File: src/common/dciv_regs.svh
// dciv_regs.svh: register offsets, widths and reset values of the dma
// channel interrupt and validation block.
// assumes a single clock domain and a 32-bit axi4-lite register bus.
`ifndef DCIV_REGS_SVH
`define DCIV_REGS_SVH

// ------------------------------------------------------------
// register byte offsets
// ------------------------------------------------------------
`define DCIV_OFS_ERR_STATUS 8'h40
`define DCIV_OFS_IRQ_EN_SET 8'h48
`define DCIV_OFS_IRQ_EN_CLR 8'h50
`define DCIV_OFS_IRQ_A_STATUS 8'h58
`define DCIV_OFS_IRQ_B_STATUS 8'h60
`define DCIV_OFS_VALID_SET 8'h68
`define DCIV_OFS_EVENT_STATUS 8'h6C

// ------------------------------------------------------------
// field layout and reset values
// ------------------------------------------------------------
`define DCIV_NUM_CH 19
`define DCIV_ADDR_W 8
`define DCIV_CH_RESET 19'h00000
`define DCIV_RESP_OKAY 2'h0
`define DCIV_RESP_SLVERR 2'h2

`endif

File: src/common/dciv_pkg.sv
// dciv_pkg.sv: types shared by the dma channel interrupt and validation
// block; constants live in dciv_regs.svh.
// assumes the header is compiled alongside.
`include "dciv_regs.svh"

package dciv_pkg;

  // ------------------------------------------------------------
  // channel vector and per-channel descriptor events
  // ------------------------------------------------------------
  typedef logic [`DCIV_NUM_CH-1:0] dciv_chvec_t;

  // descriptor events reported by the transfer engine, one bit per channel
  typedef struct packed {
    dciv_chvec_t exhausted;     // descriptor finished this cycle
    dciv_chvec_t irq_a_request; // descriptor_irq_a_request of it
    dciv_chvec_t irq_b_request; // descriptor_irq_b_request of it
    dciv_chvec_t error;         // transfer error this cycle
  } dciv_events_t;

  // validity check requested by the transfer engine
  typedef struct packed {
    dciv_chvec_t check;      // a new descriptor was loaded
    dciv_chvec_t valid_bit;  // its descriptor_valid_bit
  } dciv_desc_t;

  typedef enum logic [1:0] {
    DCIV_IDLE,
    DCIV_RUN,
    DCIV_HALT
  } dciv_state_t;

endpackage : dciv_pkg

File: src/rtl/dciv_dma_irq_valid.sv
// dciv_dma_irq_valid.sv: per-channel interrupt enables, a/b/error status,
// shared interrupt line and descriptor validation with pending release.
// assumes the transfer engine reports descriptor events on SYS_CLK and
// holds a channel while its hold output is high.
//
// The AXI4-Lite slave port is this design's own decision.
`include "dciv_regs.svh"

module dciv_dma_irq_valid
  import dciv_pkg::*;
#(
  parameter int NUM_CH = `DCIV_NUM_CH
)
(
  // clock and reset
  input wire logic SYS_CLK,
  input wire logic RESETN,
  // axi4-lite write address and data
  input wire logic [`DCIV_ADDR_W-1:0] S_AXI_AWADDR,
  input wire logic S_AXI_AWVALID,
  output logic S_AXI_AWREADY,
  input wire logic [31:0] S_AXI_WDATA,
  input wire logic [3:0] S_AXI_WSTRB,
  input wire logic S_AXI_WVALID,
  output logic S_AXI_WREADY,
  // axi4-lite write response
  output logic [1:0] S_AXI_BRESP,
  output logic S_AXI_BVALID,
  input wire logic S_AXI_BREADY,
  // axi4-lite read
  input wire logic [`DCIV_ADDR_W-1:0] S_AXI_ARADDR,
  input wire logic S_AXI_ARVALID,
  output logic S_AXI_ARREADY,
  output logic [31:0] S_AXI_RDATA,
  output logic [1:0] S_AXI_RRESP,
  output logic S_AXI_RVALID,
  input wire logic S_AXI_RREADY,
  // transfer engine side
  input wire dciv_events_t DESC_EVENTS,
  input wire dciv_desc_t DESC_CHECK,
  output dciv_chvec_t DESC_GO,
  output dciv_chvec_t DESC_HOLD,
  // shared interrupt
  output logic DMA_IRQ
);

  // ------------------------------------------------------------
  // state
  // ------------------------------------------------------------
  dciv_chvec_t irq_enable;
  dciv_chvec_t irq_a_flag;
  dciv_chvec_t irq_b_flag;
  dciv_chvec_t err_flag;
  dciv_chvec_t validate_pending;
  dciv_chvec_t halted;
  logic aw_held;
  logic w_held;
  logic [`DCIV_ADDR_W-1:0] aw_addr;
  logic [31:0] w_data;
  logic [3:0] w_strb;

  // byte-lane masked channel bits of a write
  function automatic dciv_chvec_t lane_bits(input logic [31:0] d,
                                            input logic [3:0] s);
    logic [31:0] m;
    m = {{8{s[3]}}, {8{s[2]}}, {8{s[1]}}, {8{s[0]}}};
    lane_bits = dciv_chvec_t'(d & m); // reserved bits 31-19 dropped
  endfunction : lane_bits

  // ------------------------------------------------------------
  // write channel: address and data taken in either order
  // ------------------------------------------------------------
  logic wr_fire;
  logic [`DCIV_ADDR_W-1:0] wr_addr;
  dciv_chvec_t wr_bits;
  assign wr_fire = aw_held && w_held && !S_AXI_BVALID;
  assign wr_addr = aw_addr;
  assign wr_bits = lane_bits(w_data, w_strb);

  // capture address
  always_ff @(posedge SYS_CLK or negedge RESETN)
  begin
    if (!RESETN)
    begin
      aw_held <= 1'b0;
      aw_addr <= '0;
      S_AXI_AWREADY <= 1'b0;
    end
    else
    begin
      S_AXI_AWREADY <= !aw_held && !S_AXI_AWREADY;
      if (S_AXI_AWVALID && S_AXI_AWREADY)
      begin
        aw_held <= 1'b1;
        aw_addr <= S_AXI_AWADDR;
        S_AXI_AWREADY <= 1'b0;
      end
      else if (wr_fire)
        aw_held <= 1'b0;
    end
  end

  // capture data
  always_ff @(posedge SYS_CLK or negedge RESETN)
  begin
    if (!RESETN)
    begin
      w_held <= 1'b0;
      w_data <= '0;
      w_strb <= '0;
      S_AXI_WREADY <= 1'b0;
    end
    else
    begin
      S_AXI_WREADY <= !w_held && !S_AXI_WREADY;
      if (S_AXI_WVALID && S_AXI_WREADY)
      begin
        w_held <= 1'b1;
        w_data <= S_AXI_WDATA;
        w_strb <= S_AXI_WSTRB;
        S_AXI_WREADY <= 1'b0;
      end
      else if (wr_fire)
        w_held <= 1'b0;
    end
  end

  // write response; unmapped or read-only offsets answer slverr
  always_ff @(posedge SYS_CLK or negedge RESETN)
  begin
    if (!RESETN)
    begin
      S_AXI_BVALID <= 1'b0;
      S_AXI_BRESP <= `DCIV_RESP_OKAY;
    end
    else if (wr_fire)
    begin
      S_AXI_BVALID <= 1'b1;
      case (wr_addr)
        `DCIV_OFS_ERR_STATUS, `DCIV_OFS_IRQ_EN_SET, `DCIV_OFS_IRQ_EN_CLR,
        `DCIV_OFS_IRQ_A_STATUS, `DCIV_OFS_IRQ_B_STATUS,
        `DCIV_OFS_VALID_SET:
          S_AXI_BRESP <= `DCIV_RESP_OKAY;
        default:
          S_AXI_BRESP <= `DCIV_RESP_SLVERR;
      endcase
    end
    else if (S_AXI_BREADY)
      S_AXI_BVALID <= 1'b0;
  end

  // one strobe per writable register, high only in the cycle a write fires
  logic we_en_set, we_en_clr, we_a, we_b, we_err, we_valid;
  assign we_en_set = wr_fire && (wr_addr == `DCIV_OFS_IRQ_EN_SET);
  assign we_en_clr = wr_fire && (wr_addr == `DCIV_OFS_IRQ_EN_CLR);
  assign we_a = wr_fire && (wr_addr == `DCIV_OFS_IRQ_A_STATUS);
  assign we_b = wr_fire && (wr_addr == `DCIV_OFS_IRQ_B_STATUS);
  assign we_err = wr_fire && (wr_addr == `DCIV_OFS_ERR_STATUS);
  assign we_valid = wr_fire && (wr_addr == `DCIV_OFS_VALID_SET);

  // ------------------------------------------------------------
  // interrupt enables and status flags
  // ------------------------------------------------------------
  // set-style and clear-style writes share one enable vector
  always_ff @(posedge SYS_CLK or negedge RESETN)
  begin
    if (!RESETN)
      irq_enable <= `DCIV_CH_RESET;
    else if (we_en_set)
      irq_enable <= irq_enable | wr_bits;
    else if (we_en_clr)
      irq_enable <= irq_enable & ~wr_bits;
  end

  // hardware set requests of this cycle
  dciv_chvec_t set_a, set_b, set_err;
  assign set_a = DESC_EVENTS.exhausted & DESC_EVENTS.irq_a_request;
  assign set_b = DESC_EVENTS.exhausted & DESC_EVENTS.irq_b_request;
  assign set_err = DESC_EVENTS.error;

  // clear first, then or in the set so a same-cycle event survives
  always_ff @(posedge SYS_CLK or negedge RESETN)
  begin
    if (!RESETN)
    begin
      irq_a_flag <= `DCIV_CH_RESET;
      irq_b_flag <= `DCIV_CH_RESET;
      err_flag <= `DCIV_CH_RESET;
    end
    else
    begin
      irq_a_flag <= (irq_a_flag & ~(we_a ? wr_bits : '0))
                    | set_a;
      irq_b_flag <= (irq_b_flag & ~(we_b ? wr_bits : '0))
                    | set_b;
      err_flag <= (err_flag & ~(we_err ? wr_bits : '0))
                  | set_err;
    end
  end

  // registered so the pin comes straight from a flip-flop
  always_ff @(posedge SYS_CLK or negedge RESETN)
  begin
    if (!RESETN)
      DMA_IRQ <= 1'b0;
    else
      DMA_IRQ <= |(((irq_a_flag | irq_b_flag) & irq_enable)
                   | err_flag);
  end

  // ------------------------------------------------------------
  // descriptor validation
  // ------------------------------------------------------------
  dciv_chvec_t next_pending, next_halted, release_go;
  // per channel: release on valid bit, else on pending, else halt
  always_comb
  begin
    next_pending = validate_pending | (we_valid ? wr_bits : '0);
    next_halted = halted;
    release_go = '0;
    for (int c = 0; c < NUM_CH; c++)
    begin
      if (DESC_CHECK.check[c] && DESC_CHECK.valid_bit[c])
        release_go[c] = 1'b1;
      else if ((DESC_CHECK.check[c] || halted[c]) && next_pending[c])
      begin
        release_go[c] = 1'b1;
        next_pending[c] = 1'b0;
        next_halted[c] = 1'b0;
      end
      else if (DESC_CHECK.check[c])
        next_halted[c] = 1'b1;
    end
  end

  // pending, halt and one-cycle go pulses
  always_ff @(posedge SYS_CLK or negedge RESETN)
  begin
    if (!RESETN)
    begin
      validate_pending <= `DCIV_CH_RESET;
      halted <= `DCIV_CH_RESET;
      DESC_GO <= `DCIV_CH_RESET;
      DESC_HOLD <= `DCIV_CH_RESET;
    end
    else
    begin
      validate_pending <= next_pending;
      halted <= next_halted;
      DESC_GO <= release_go;
      DESC_HOLD <= next_halted;
    end
  end

  // ------------------------------------------------------------
  // read channel
  // ------------------------------------------------------------
  // one read at a time; ready may toggle while idle, which axi allows
  always_ff @(posedge SYS_CLK or negedge RESETN)
  begin
    if (!RESETN)
    begin
      S_AXI_ARREADY <= 1'b0;
      S_AXI_RVALID <= 1'b0;
      S_AXI_RDATA <= '0;
      S_AXI_RRESP <= `DCIV_RESP_OKAY;
    end
    else
    begin
      S_AXI_ARREADY <= !S_AXI_RVALID && !S_AXI_ARREADY;
      if (S_AXI_ARVALID && S_AXI_ARREADY)
      begin
        S_AXI_ARREADY <= 1'b0;
        S_AXI_RVALID <= 1'b1;
        S_AXI_RRESP <= `DCIV_RESP_OKAY;
        case (S_AXI_ARADDR)
          `DCIV_OFS_ERR_STATUS: S_AXI_RDATA <= 32'(err_flag);
          `DCIV_OFS_IRQ_EN_SET: S_AXI_RDATA <= 32'(irq_enable);
          `DCIV_OFS_IRQ_A_STATUS: S_AXI_RDATA <= 32'(irq_a_flag);
          `DCIV_OFS_IRQ_B_STATUS: S_AXI_RDATA <= 32'(irq_b_flag);
          `DCIV_OFS_EVENT_STATUS: S_AXI_RDATA <= 32'(halted);
          `DCIV_OFS_IRQ_EN_CLR, `DCIV_OFS_VALID_SET:
            S_AXI_RDATA <= 32'h00000000; // write-only registers read zero
          default:
          begin
            S_AXI_RDATA <= 32'h00000000;
            S_AXI_RRESP <= `DCIV_RESP_SLVERR;
          end
        endcase
      end
      else if (S_AXI_RVALID && S_AXI_RREADY)
        S_AXI_RVALID <= 1'b0;
    end
  end

  // ------------------------------------------------------------
  // checks
  // ------------------------------------------------------------
  set_wins_a: assert property (
    @(posedge SYS_CLK) disable iff (!RESETN)
    (set_a[0] && we_a && wr_bits[0]) |=> irq_a_flag[0])
    else $error("interrupt a event lost to clear");
  flag_a_set_a: assert property (
    @(posedge SYS_CLK) disable iff (!RESETN)
    set_a != '0 |=> (irq_a_flag & $past(set_a)) == $past(set_a))
    else $error("interrupt a flag not set");
  flag_b_set_a: assert property (
    @(posedge SYS_CLK) disable iff (!RESETN)
    set_b != '0 |=> (irq_b_flag & $past(set_b)) == $past(set_b))
    else $error("interrupt b flag not set");
  clear_a_a: assert property (
    @(posedge SYS_CLK) disable iff (!RESETN)
    (we_a && set_a == '0) |=> (irq_a_flag & $past(wr_bits)) == '0)
    else $error("interrupt a flag not cleared");
  clear_b_a: assert property (
    @(posedge SYS_CLK) disable iff (!RESETN)
    (we_b && set_b == '0) |=> (irq_b_flag & $past(wr_bits)) == '0)
    else $error("interrupt b flag not cleared");
  enable_set_a: assert property (
    @(posedge SYS_CLK) disable iff (!RESETN)
    we_en_set |=> (irq_enable & $past(wr_bits)) == $past(wr_bits))
    else $error("enable not set");
  enable_clear_a: assert property (
    @(posedge SYS_CLK) disable iff (!RESETN)
    we_en_clr |=> (irq_enable & $past(wr_bits)) == '0)
    else $error("enable not cleared");
  irq_gate_a: assert property (
    @(posedge SYS_CLK) disable iff (!RESETN)
    ((irq_a_flag & ~irq_enable) != '0 && err_flag == '0
     && ((irq_a_flag | irq_b_flag) & irq_enable) == '0) |=> !DMA_IRQ)
    else $error("disabled interrupt reached output");
  irq_error_a: assert property (
    @(posedge SYS_CLK) disable iff (!RESETN)
    err_flag != '0 |=> DMA_IRQ)
    else $error("error flag did not raise interrupt");
  halt_release_a: assert property (
    @(posedge SYS_CLK) disable iff (!RESETN)
    (halted[0] && we_valid && wr_bits[0])
    |=> DESC_GO[0] ##1 !DESC_HOLD[0])
    else $error("halted channel not released");
  pending_use_a: assert property (
    @(posedge SYS_CLK) disable iff (!RESETN)
    (DESC_CHECK.check[0] && !DESC_CHECK.valid_bit[0] && validate_pending[0])
    |=> DESC_GO[0] && !validate_pending[0])
    else $error("buffered pending not consumed");
  valid_go_a: assert property (
    @(posedge SYS_CLK) disable iff (!RESETN)
    (DESC_CHECK.check[0] && DESC_CHECK.valid_bit[0])
    |=> DESC_GO[0] && !DESC_HOLD[0])
    else $error("valid descriptor not released");
  read_enable_a: assert property (
    @(posedge SYS_CLK) disable iff (!RESETN)
    (S_AXI_ARVALID && S_AXI_ARREADY && S_AXI_ARADDR == `DCIV_OFS_IRQ_EN_SET)
    |=> S_AXI_RDATA == 32'($past(irq_enable)))
    else $error("enable read does not match state");
  pending_set_a: assert property (
    @(posedge SYS_CLK) disable iff (!RESETN)
    (we_valid && wr_bits[0] && !halted[0] && !DESC_CHECK.check[0])
    |=> validate_pending[0])
    else $error("validate pending not buffered");
  hold_keep_a: assert property (
    @(posedge SYS_CLK) disable iff (!RESETN)
    (halted != '0 && !we_valid)
    |=> (halted & $past(halted)) == $past(halted))
    else $error("halted channel left without release");

endmodule : dciv_dma_irq_valid

File: config.mk
export PLATFORM = sky130hd
export DESIGN_NAME = dciv_dma_irq_valid
export DESIGN_NICKNAME = d
export VERILOG_FILES = /design/src/common/dciv_pkg.sv /design/src/rtl/dciv_dma_irq_valid.sv
export VERILOG_INCLUDE_DIRS = /design/src /design/src/common
export SDC_FILE = /design/constraint.sdc
export NUM_CORES = 1
export LEC_CHECK = 0
export ABC_AREA = 1
export BUFFER_PORTS_ARGS = -buffer_cell sky130_fd_sc_hd__buf_2
export CORE_UTILIZATION = 53
export CTS_CLUSTER_DIAMETER = 60
export CTS_CLUSTER_SIZE = 40
export DETAILED_ROUTE_END_ITERATION = 10
export PLACE_DENSITY = 0.78
export REMOVE_ABC_BUFFERS = 1
export SLEW_MARGIN = 5
export SYNTH_ARGS = -nofsm -noshare
export SYNTH_HDL_FRONTEND = slang
export SYNTH_SLANG_ARGS = --single-unit
File: constraint.sdc
create_clock -name SYS_CLK -period 2.1 [get_ports SYS_CLK]
set_clock_uncertainty 0.2 [all_clocks]
set_input_delay 0.105 -clock SYS_CLK [delete_from_list [all_inputs] [get_ports SYS_CLK]]
set_output_delay 0.105 -clock SYS_CLK [all_outputs]
set_load 0.03 [all_outputs]
**Word level (Yosys, flattened, before mapping)**

Cells that the tools add are included.

- Input port bits: 173
- Bits in registers: 207

- Bitwise logic cells: 38
- Muxes and demuxes: 133
- Reduce and logical (&&, ||, !) cells: 125
- Equal/unequal tests: 13

Operators by type and width:

| cell | number |
|---|---|
| $and A19 B19 Y19 | 8 |
| $or A19 B19 Y19 | 7 |
| $mux W1 | 124 |
| $mux W19 | 6 |
| $eq A8 B7 Y1 const B | 13 |
| $pmux W19 S5 | 1 |
| $not A19 Y19 | 4 |
| $logic_and A1 B1 Y1 | 53 |
| $reduce_bool A2 Y1 | 24 |
| $reduce_and A2 Y1 | 19 |
| $logic_or A1 B1 Y1 | 19 |
| $not A1 Y1 | 19 |
| $reduce_or A19 Y1 | 1 |
| $logic_not A1 Y1 | 7 |
| $reduce_or A7 Y1 | 1 |
| $reduce_or A6 Y1 | 1 |
| $mux W2 | 2 |

**Longest topological paths before layout**

- Word-level depth: 8
- Depth in mapped cells: 11
- Mapped depth without buffers: 9

**Worst setup path before layout**

Ideal clock, no wire load.

- Path kind: register to register
- From: register S_AXI_BVALID
- To: register irq_b_flag[16]
- Slack: 425 ps
- Cell stages (with the launch flop): 8
- Clock period less this slack: 1,675 ps
- Arrival: 1,352 ps
- Cell sequence: dfrtp_1 inv_1 nand3_4 nor2_2 nand2_1 clkbuf_2 o21ai_0 nand2_1

- Word-level cells in the longest chain between the ends: 7

Ends and longest elaborated chain:

| element | line | source |
|---|---|---|
| start: declaration | dciv_dma_irq_valid.sv:28 | `output logic S_AXI_BVALID,` |
| start signal: assignment | dciv_dma_irq_valid.sv:133 | `S_AXI_BVALID <= 1'b0;` |
| start signal: assignment | dciv_dma_irq_valid.sv:138 | `S_AXI_BVALID <= 1'b1;` |
| start signal: assignment | dciv_dma_irq_valid.sv:149 | `S_AXI_BVALID <= 1'b0;` |
| $logic_not A1 Y1 | dciv_dma_irq_valid.sv:76 | `assign wr_fire = aw_held && w_held && !S_AXI_BVALID;` |
| $logic_and A1 B1 Y1 | dciv_dma_irq_valid.sv:76 |  |
| $logic_and A1 B1 Y1 | dciv_dma_irq_valid.sv:157 | `` assign we_b = wr_fire && (wr_addr == `DCIV_OFS_IRQ_B_STATUS); `` |
| $mux W19 | dciv_dma_irq_valid.sv:194 | `irq_b_flag <= (irq_b_flag & ~(we_b ? wr_bits : '0))` |
| $not A19 Y19 | dciv_dma_irq_valid.sv:194 |  |
| $and A19 B19 Y19 | dciv_dma_irq_valid.sv:194 |  |
| $or A19 B19 Y19 | dciv_dma_irq_valid.sv:195 | `\| set_b;` |
| end signal: assignment | dciv_dma_irq_valid.sv:187 | `` irq_b_flag <= `DCIV_CH_RESET; `` |
| end signal: assignment | dciv_dma_irq_valid.sv:194 |  |
| end: declaration | dciv_dma_irq_valid.sv:52 | `dciv_chvec_t irq_b_flag;` |

Every way passes these cells.
A chain may end at the register's enable or synchronous reset.

**Worst setup path after layout**

- From: register aw_addr[7]
- To: register DESC_GO[8]

- Word-level cells in the longest chain between the ends: 7

Ends and longest elaborated chain:

| element | line | source |
|---|---|---|
| start: declaration | dciv_dma_irq_valid.sv:58 | `` logic [`DCIV_ADDR_W-1:0] aw_addr; `` |
| start signal: assignment | dciv_dma_irq_valid.sv:86 | `aw_addr <= '0;` |
| start signal: assignment | dciv_dma_irq_valid.sv:95 | `aw_addr <= S_AXI_AWADDR;` |
| $eq A8 B7 Y1 | n/a |  |
| $logic_and A1 B1 Y1 | dciv_dma_irq_valid.sv:159 | `` assign we_valid = wr_fire && (wr_addr == `DCIV_OFS_VALID_SET); `` |
| $mux W19 | dciv_dma_irq_valid.sv:218 | `next_pending = validate_pending \| (we_valid ? wr_bits : '0);` |
| $or A19 B19 Y19 | dciv_dma_irq_valid.sv:218 |  |
| $logic_and A1 B1 Y1 | dciv_dma_irq_valid.sv:225 | `else if ((DESC_CHECK.check[c] \|\| halted[c]) && next_pending[c])` |
| $mux W1 | dciv_dma_irq_valid.sv:225 |  |
| $mux W1 | dciv_dma_irq_valid.sv:223 | `if (DESC_CHECK.check[c] && DESC_CHECK.valid_bit[c])` |
| via release_go[8] | dciv_dma_irq_valid.sv:214 | `dciv_chvec_t next_pending, next_halted, release_go;` |
| end signal: assignment | dciv_dma_irq_valid.sv:243 | `` DESC_GO <= `DCIV_CH_RESET; `` |
| end signal: assignment | dciv_dma_irq_valid.sv:250 | `DESC_GO <= release_go;` |
| end: declaration | dciv_dma_irq_valid.sv:41 | `output dciv_chvec_t DESC_GO,` |

The timed path passes the listed nets, and every way through them passes these cells.

==> flow_summary.ini <==
[route]
drc = 0
totalWireLength_mm = 30.6
wl_per_cell_um = 17.7
drt-pass1-iter-count = 6
antenna_left = 0
viasPerCell = 5.52
num_vias = 9556
drt_iter0_drc = 874

[clocking]
cts_buffers = 17
cts_tree = done
htreeDepth = 4
root_buffer = clkbuf_16
clkSlewWorstSetupHoldPaths_ns = 0.07
worst_skew_pair.late_latency_ns = 0.43
clk_path_buf_depth = 2
holdBufCountCts = 194
post-cts-setup-buffers = 0
ctsResizeCount = 0
cts_sinks = 192

[setup_path]
r2r_end = DESC_GO[8]
worstPathRequired_ns = 2.26
cp_max_fo = 19
slowest_delay_ns = 0.36
critical_path_class = flip-flop to flip-flop
worstPathArrival_ns = 2.05
startpoint = aw_addr[7]
r2r_cells = 10
startpoint_type = flip-flop
cpMostUsedCell = nand2_1
path_cells = inv_1 -> nand2_1 -> inv_1 -> nand2_1 -> nor2_2 -> buf_4 -> nand3_1 -> nand2_1 -> nand2_1 -> nand2_1
rrSetupSlack_ns = 0.21
end_kind = flip-flop
slowest_stage = dfrtp_1
r2r_start = aw_addr[7]

[layout]
areaGrowthSynthToFinish_pct = 42.8
num_antenna_cells = 0
drive_above_1_share = 0.229
nets = 1671
final_util = 0.780

[synth]
synth_compound_area_frac = 0.0920
synthCells = 1078
async_reset_ff_frac = 1.00
yosys-mux-area-fraction = 0.0309
synth_top_area_frac = 0.528
synth_edf_count = 0
synthSimpleGateAreaFrac = 0.272
synth_xor_area_frac = 0
syn-mean-instance-area_um2 = 8.44
synth_top_family_by_area = simple AND/OR/NAND/NOR gates
yosys_most_used_dff = dfrtp_1
ys_seq_area_frac = 0.528
synth.area.top_cells = dfrtp_1 53%, nand2_1 11%, nand3_1 9.6%
synth_area_leader_cell = dfrtp_1
synthAdderAreaFrac = 0
yosysUniqueCellTypes = 29
synthesis.area_um2 = 9100
yosysWarnings = 0
ys_ff_latch = 192

[place]
hpwl_mm = 16.8
portBuffers = 223
gp_congestion = 0.790

[timing]
hold_viol = 0
maxSlewViolCount = 0
worst_slew_pin_slew_ns = 0.554
rsz0062_at_grt = false
period_share = 0.901
min_period_ns = 1.89
max_freq_mhz = 529
setup_viol = 0
max_slew_margin = 0.631
hold_ws_ns = 0.0846

[pwr]
powerDensity_nw_per_um2 = 848
p_leak_nw = 6.17
total_power_mw = 11.0
vdd_drop_max_mv = 0.688

[floorplanning]
num_io_pins = 253
initial_core_util = 0.547
die-area_um2 = 17700
rows = 47
die_h_um = 133
core_um2 = 16600
die_w_um = 133

[grt]
grt_max_degree = 61
grt_pass1_vias = 9701
grt_antenna_before_repair = 0
groute.usage.overall = 0.358
globalRouteOverflowTotal = 0
grt_pass1_wl_mm = 48.4

[job]
max-cap-violations = 0

[worst_hold_path]
min_path_type = input port to asynchronous set/reset pin

[status]
status = finished, final reports clean
[layout make-up]
type / instances / area [µm²]
clock inverter: 10 / 87.6
tap: 220 / 275
sequential: 192 / 4800
inverter: 95 / 357
timing repair buffer: 441 / 3320
clock buffer: 22 / 464
multi-input combinational: 751 / 3680
fill: 1020 / 3660
[per-layer routing]
layer  track usage  routed length (µm)  up-vias
met5             0                   0        -
met4         0.215                1540        0
met3        0.0632                2340      142
met2         0.615               15300      586
met1         0.418               11400     4490
li1              -                   -     4338
[power by group]
group          internal (mW)  switching [mW]  leakage (nW)
logic                   1.18            2.00          3.77
clock network           1.69            1.41         0.270
registers               4.27           0.457          2.13
total                   7.14            3.87          6.17
[critical path, delay by kind of cell, from the launching register on]
family                 cells  cell delay, ns
DFF                        1            0.36
and+or+nand+nor            7            0.81
buffers and inverters      3            0.44
[logic make-up after synthesis]
| group | Yosys count |
|---|---|
| and+or+nand+nor | 565 |
| DFF | 192 |
| buffers and inverters | 149 |
| AOI/OAI and AO/OA | 146 |
| muxes | 25 |
| other | 1 |
[worst max-delay path by stage]
| stage | end | slack (ns) | depth (start not counted) |
|---|---|---|---|
| floorplan | S_AXI_RRESP[1] | -0.02 | 6 |
| global placement | halted[13] | 0.43 | 7 |
| detailed placement | halted[13] | 0.38 | 9 |
| CTS | S_AXI_RRESP[1] | 0.29 | 6 |
| global route | DESC_GO[8] | 0.12 | 10 |
| finish | DESC_GO[8] | 0.21 | 10 |
[state kept, by name, summed over array words and instances, names as in the netlist, 3 cells and up, named ones only]
name	cells
aw_addr	8
err_flag	19
halted	19
DESC_GO	19
w_strb	3
S_AXI_RDATA	19
validate_pending	19
irq_a_flag	19
irq_b_flag	19
w_data	19
[Yosys cell counts (11+ instances only)]
library cell    n
o21bai_1       14
dfrtp_1       192
a22oi_1        19
nand2_1       256
nand3_1       175
clkbuf_1       11
or2_2          19
nor2_1         94
a21oi_1        45
mux2_2         25
o21ai_0        61
buf_2          14
inv_1          90
buf_4          24
[placed cells by master, fill, tap and decap left out, types with 5 or more instances in the layout]
cell type / n
nand3_1: 175
dfrtp_1: 192
clkbuf_16: 17
inv_1: 90
buf_4: 19
mux2_2: 25
buf_2: 222
a21oi_1: 45
buf_12: 6
o21bai_1: 14
a22oi_1: 19
nor2_4: 6
inv_2: 5
o21ai_0: 61
nand2_1: 256
o21ai_2: 5
clkinv_2: 5
or2_2: 19
dlygate4sd3_1: 193
nor2_1: 89
conb_1: 15
nand4_1: 8
[stage by stage]
step	instances	setup slack (ns)	instance area (µm²)	setup TNS [ns]
2_1_floorplan	1038	-0.0171	8810	-0.278
3_3_place_gp	1505	0.433	10500	0
3_5_place_dp	1505	0.384	10500	0
4_1_cts	1731	0.291	13000	0
5_1_grt	1731	0.117	13000	0
6_report	1731	0.208	13000	0
(Power assumes the default switching activity.)
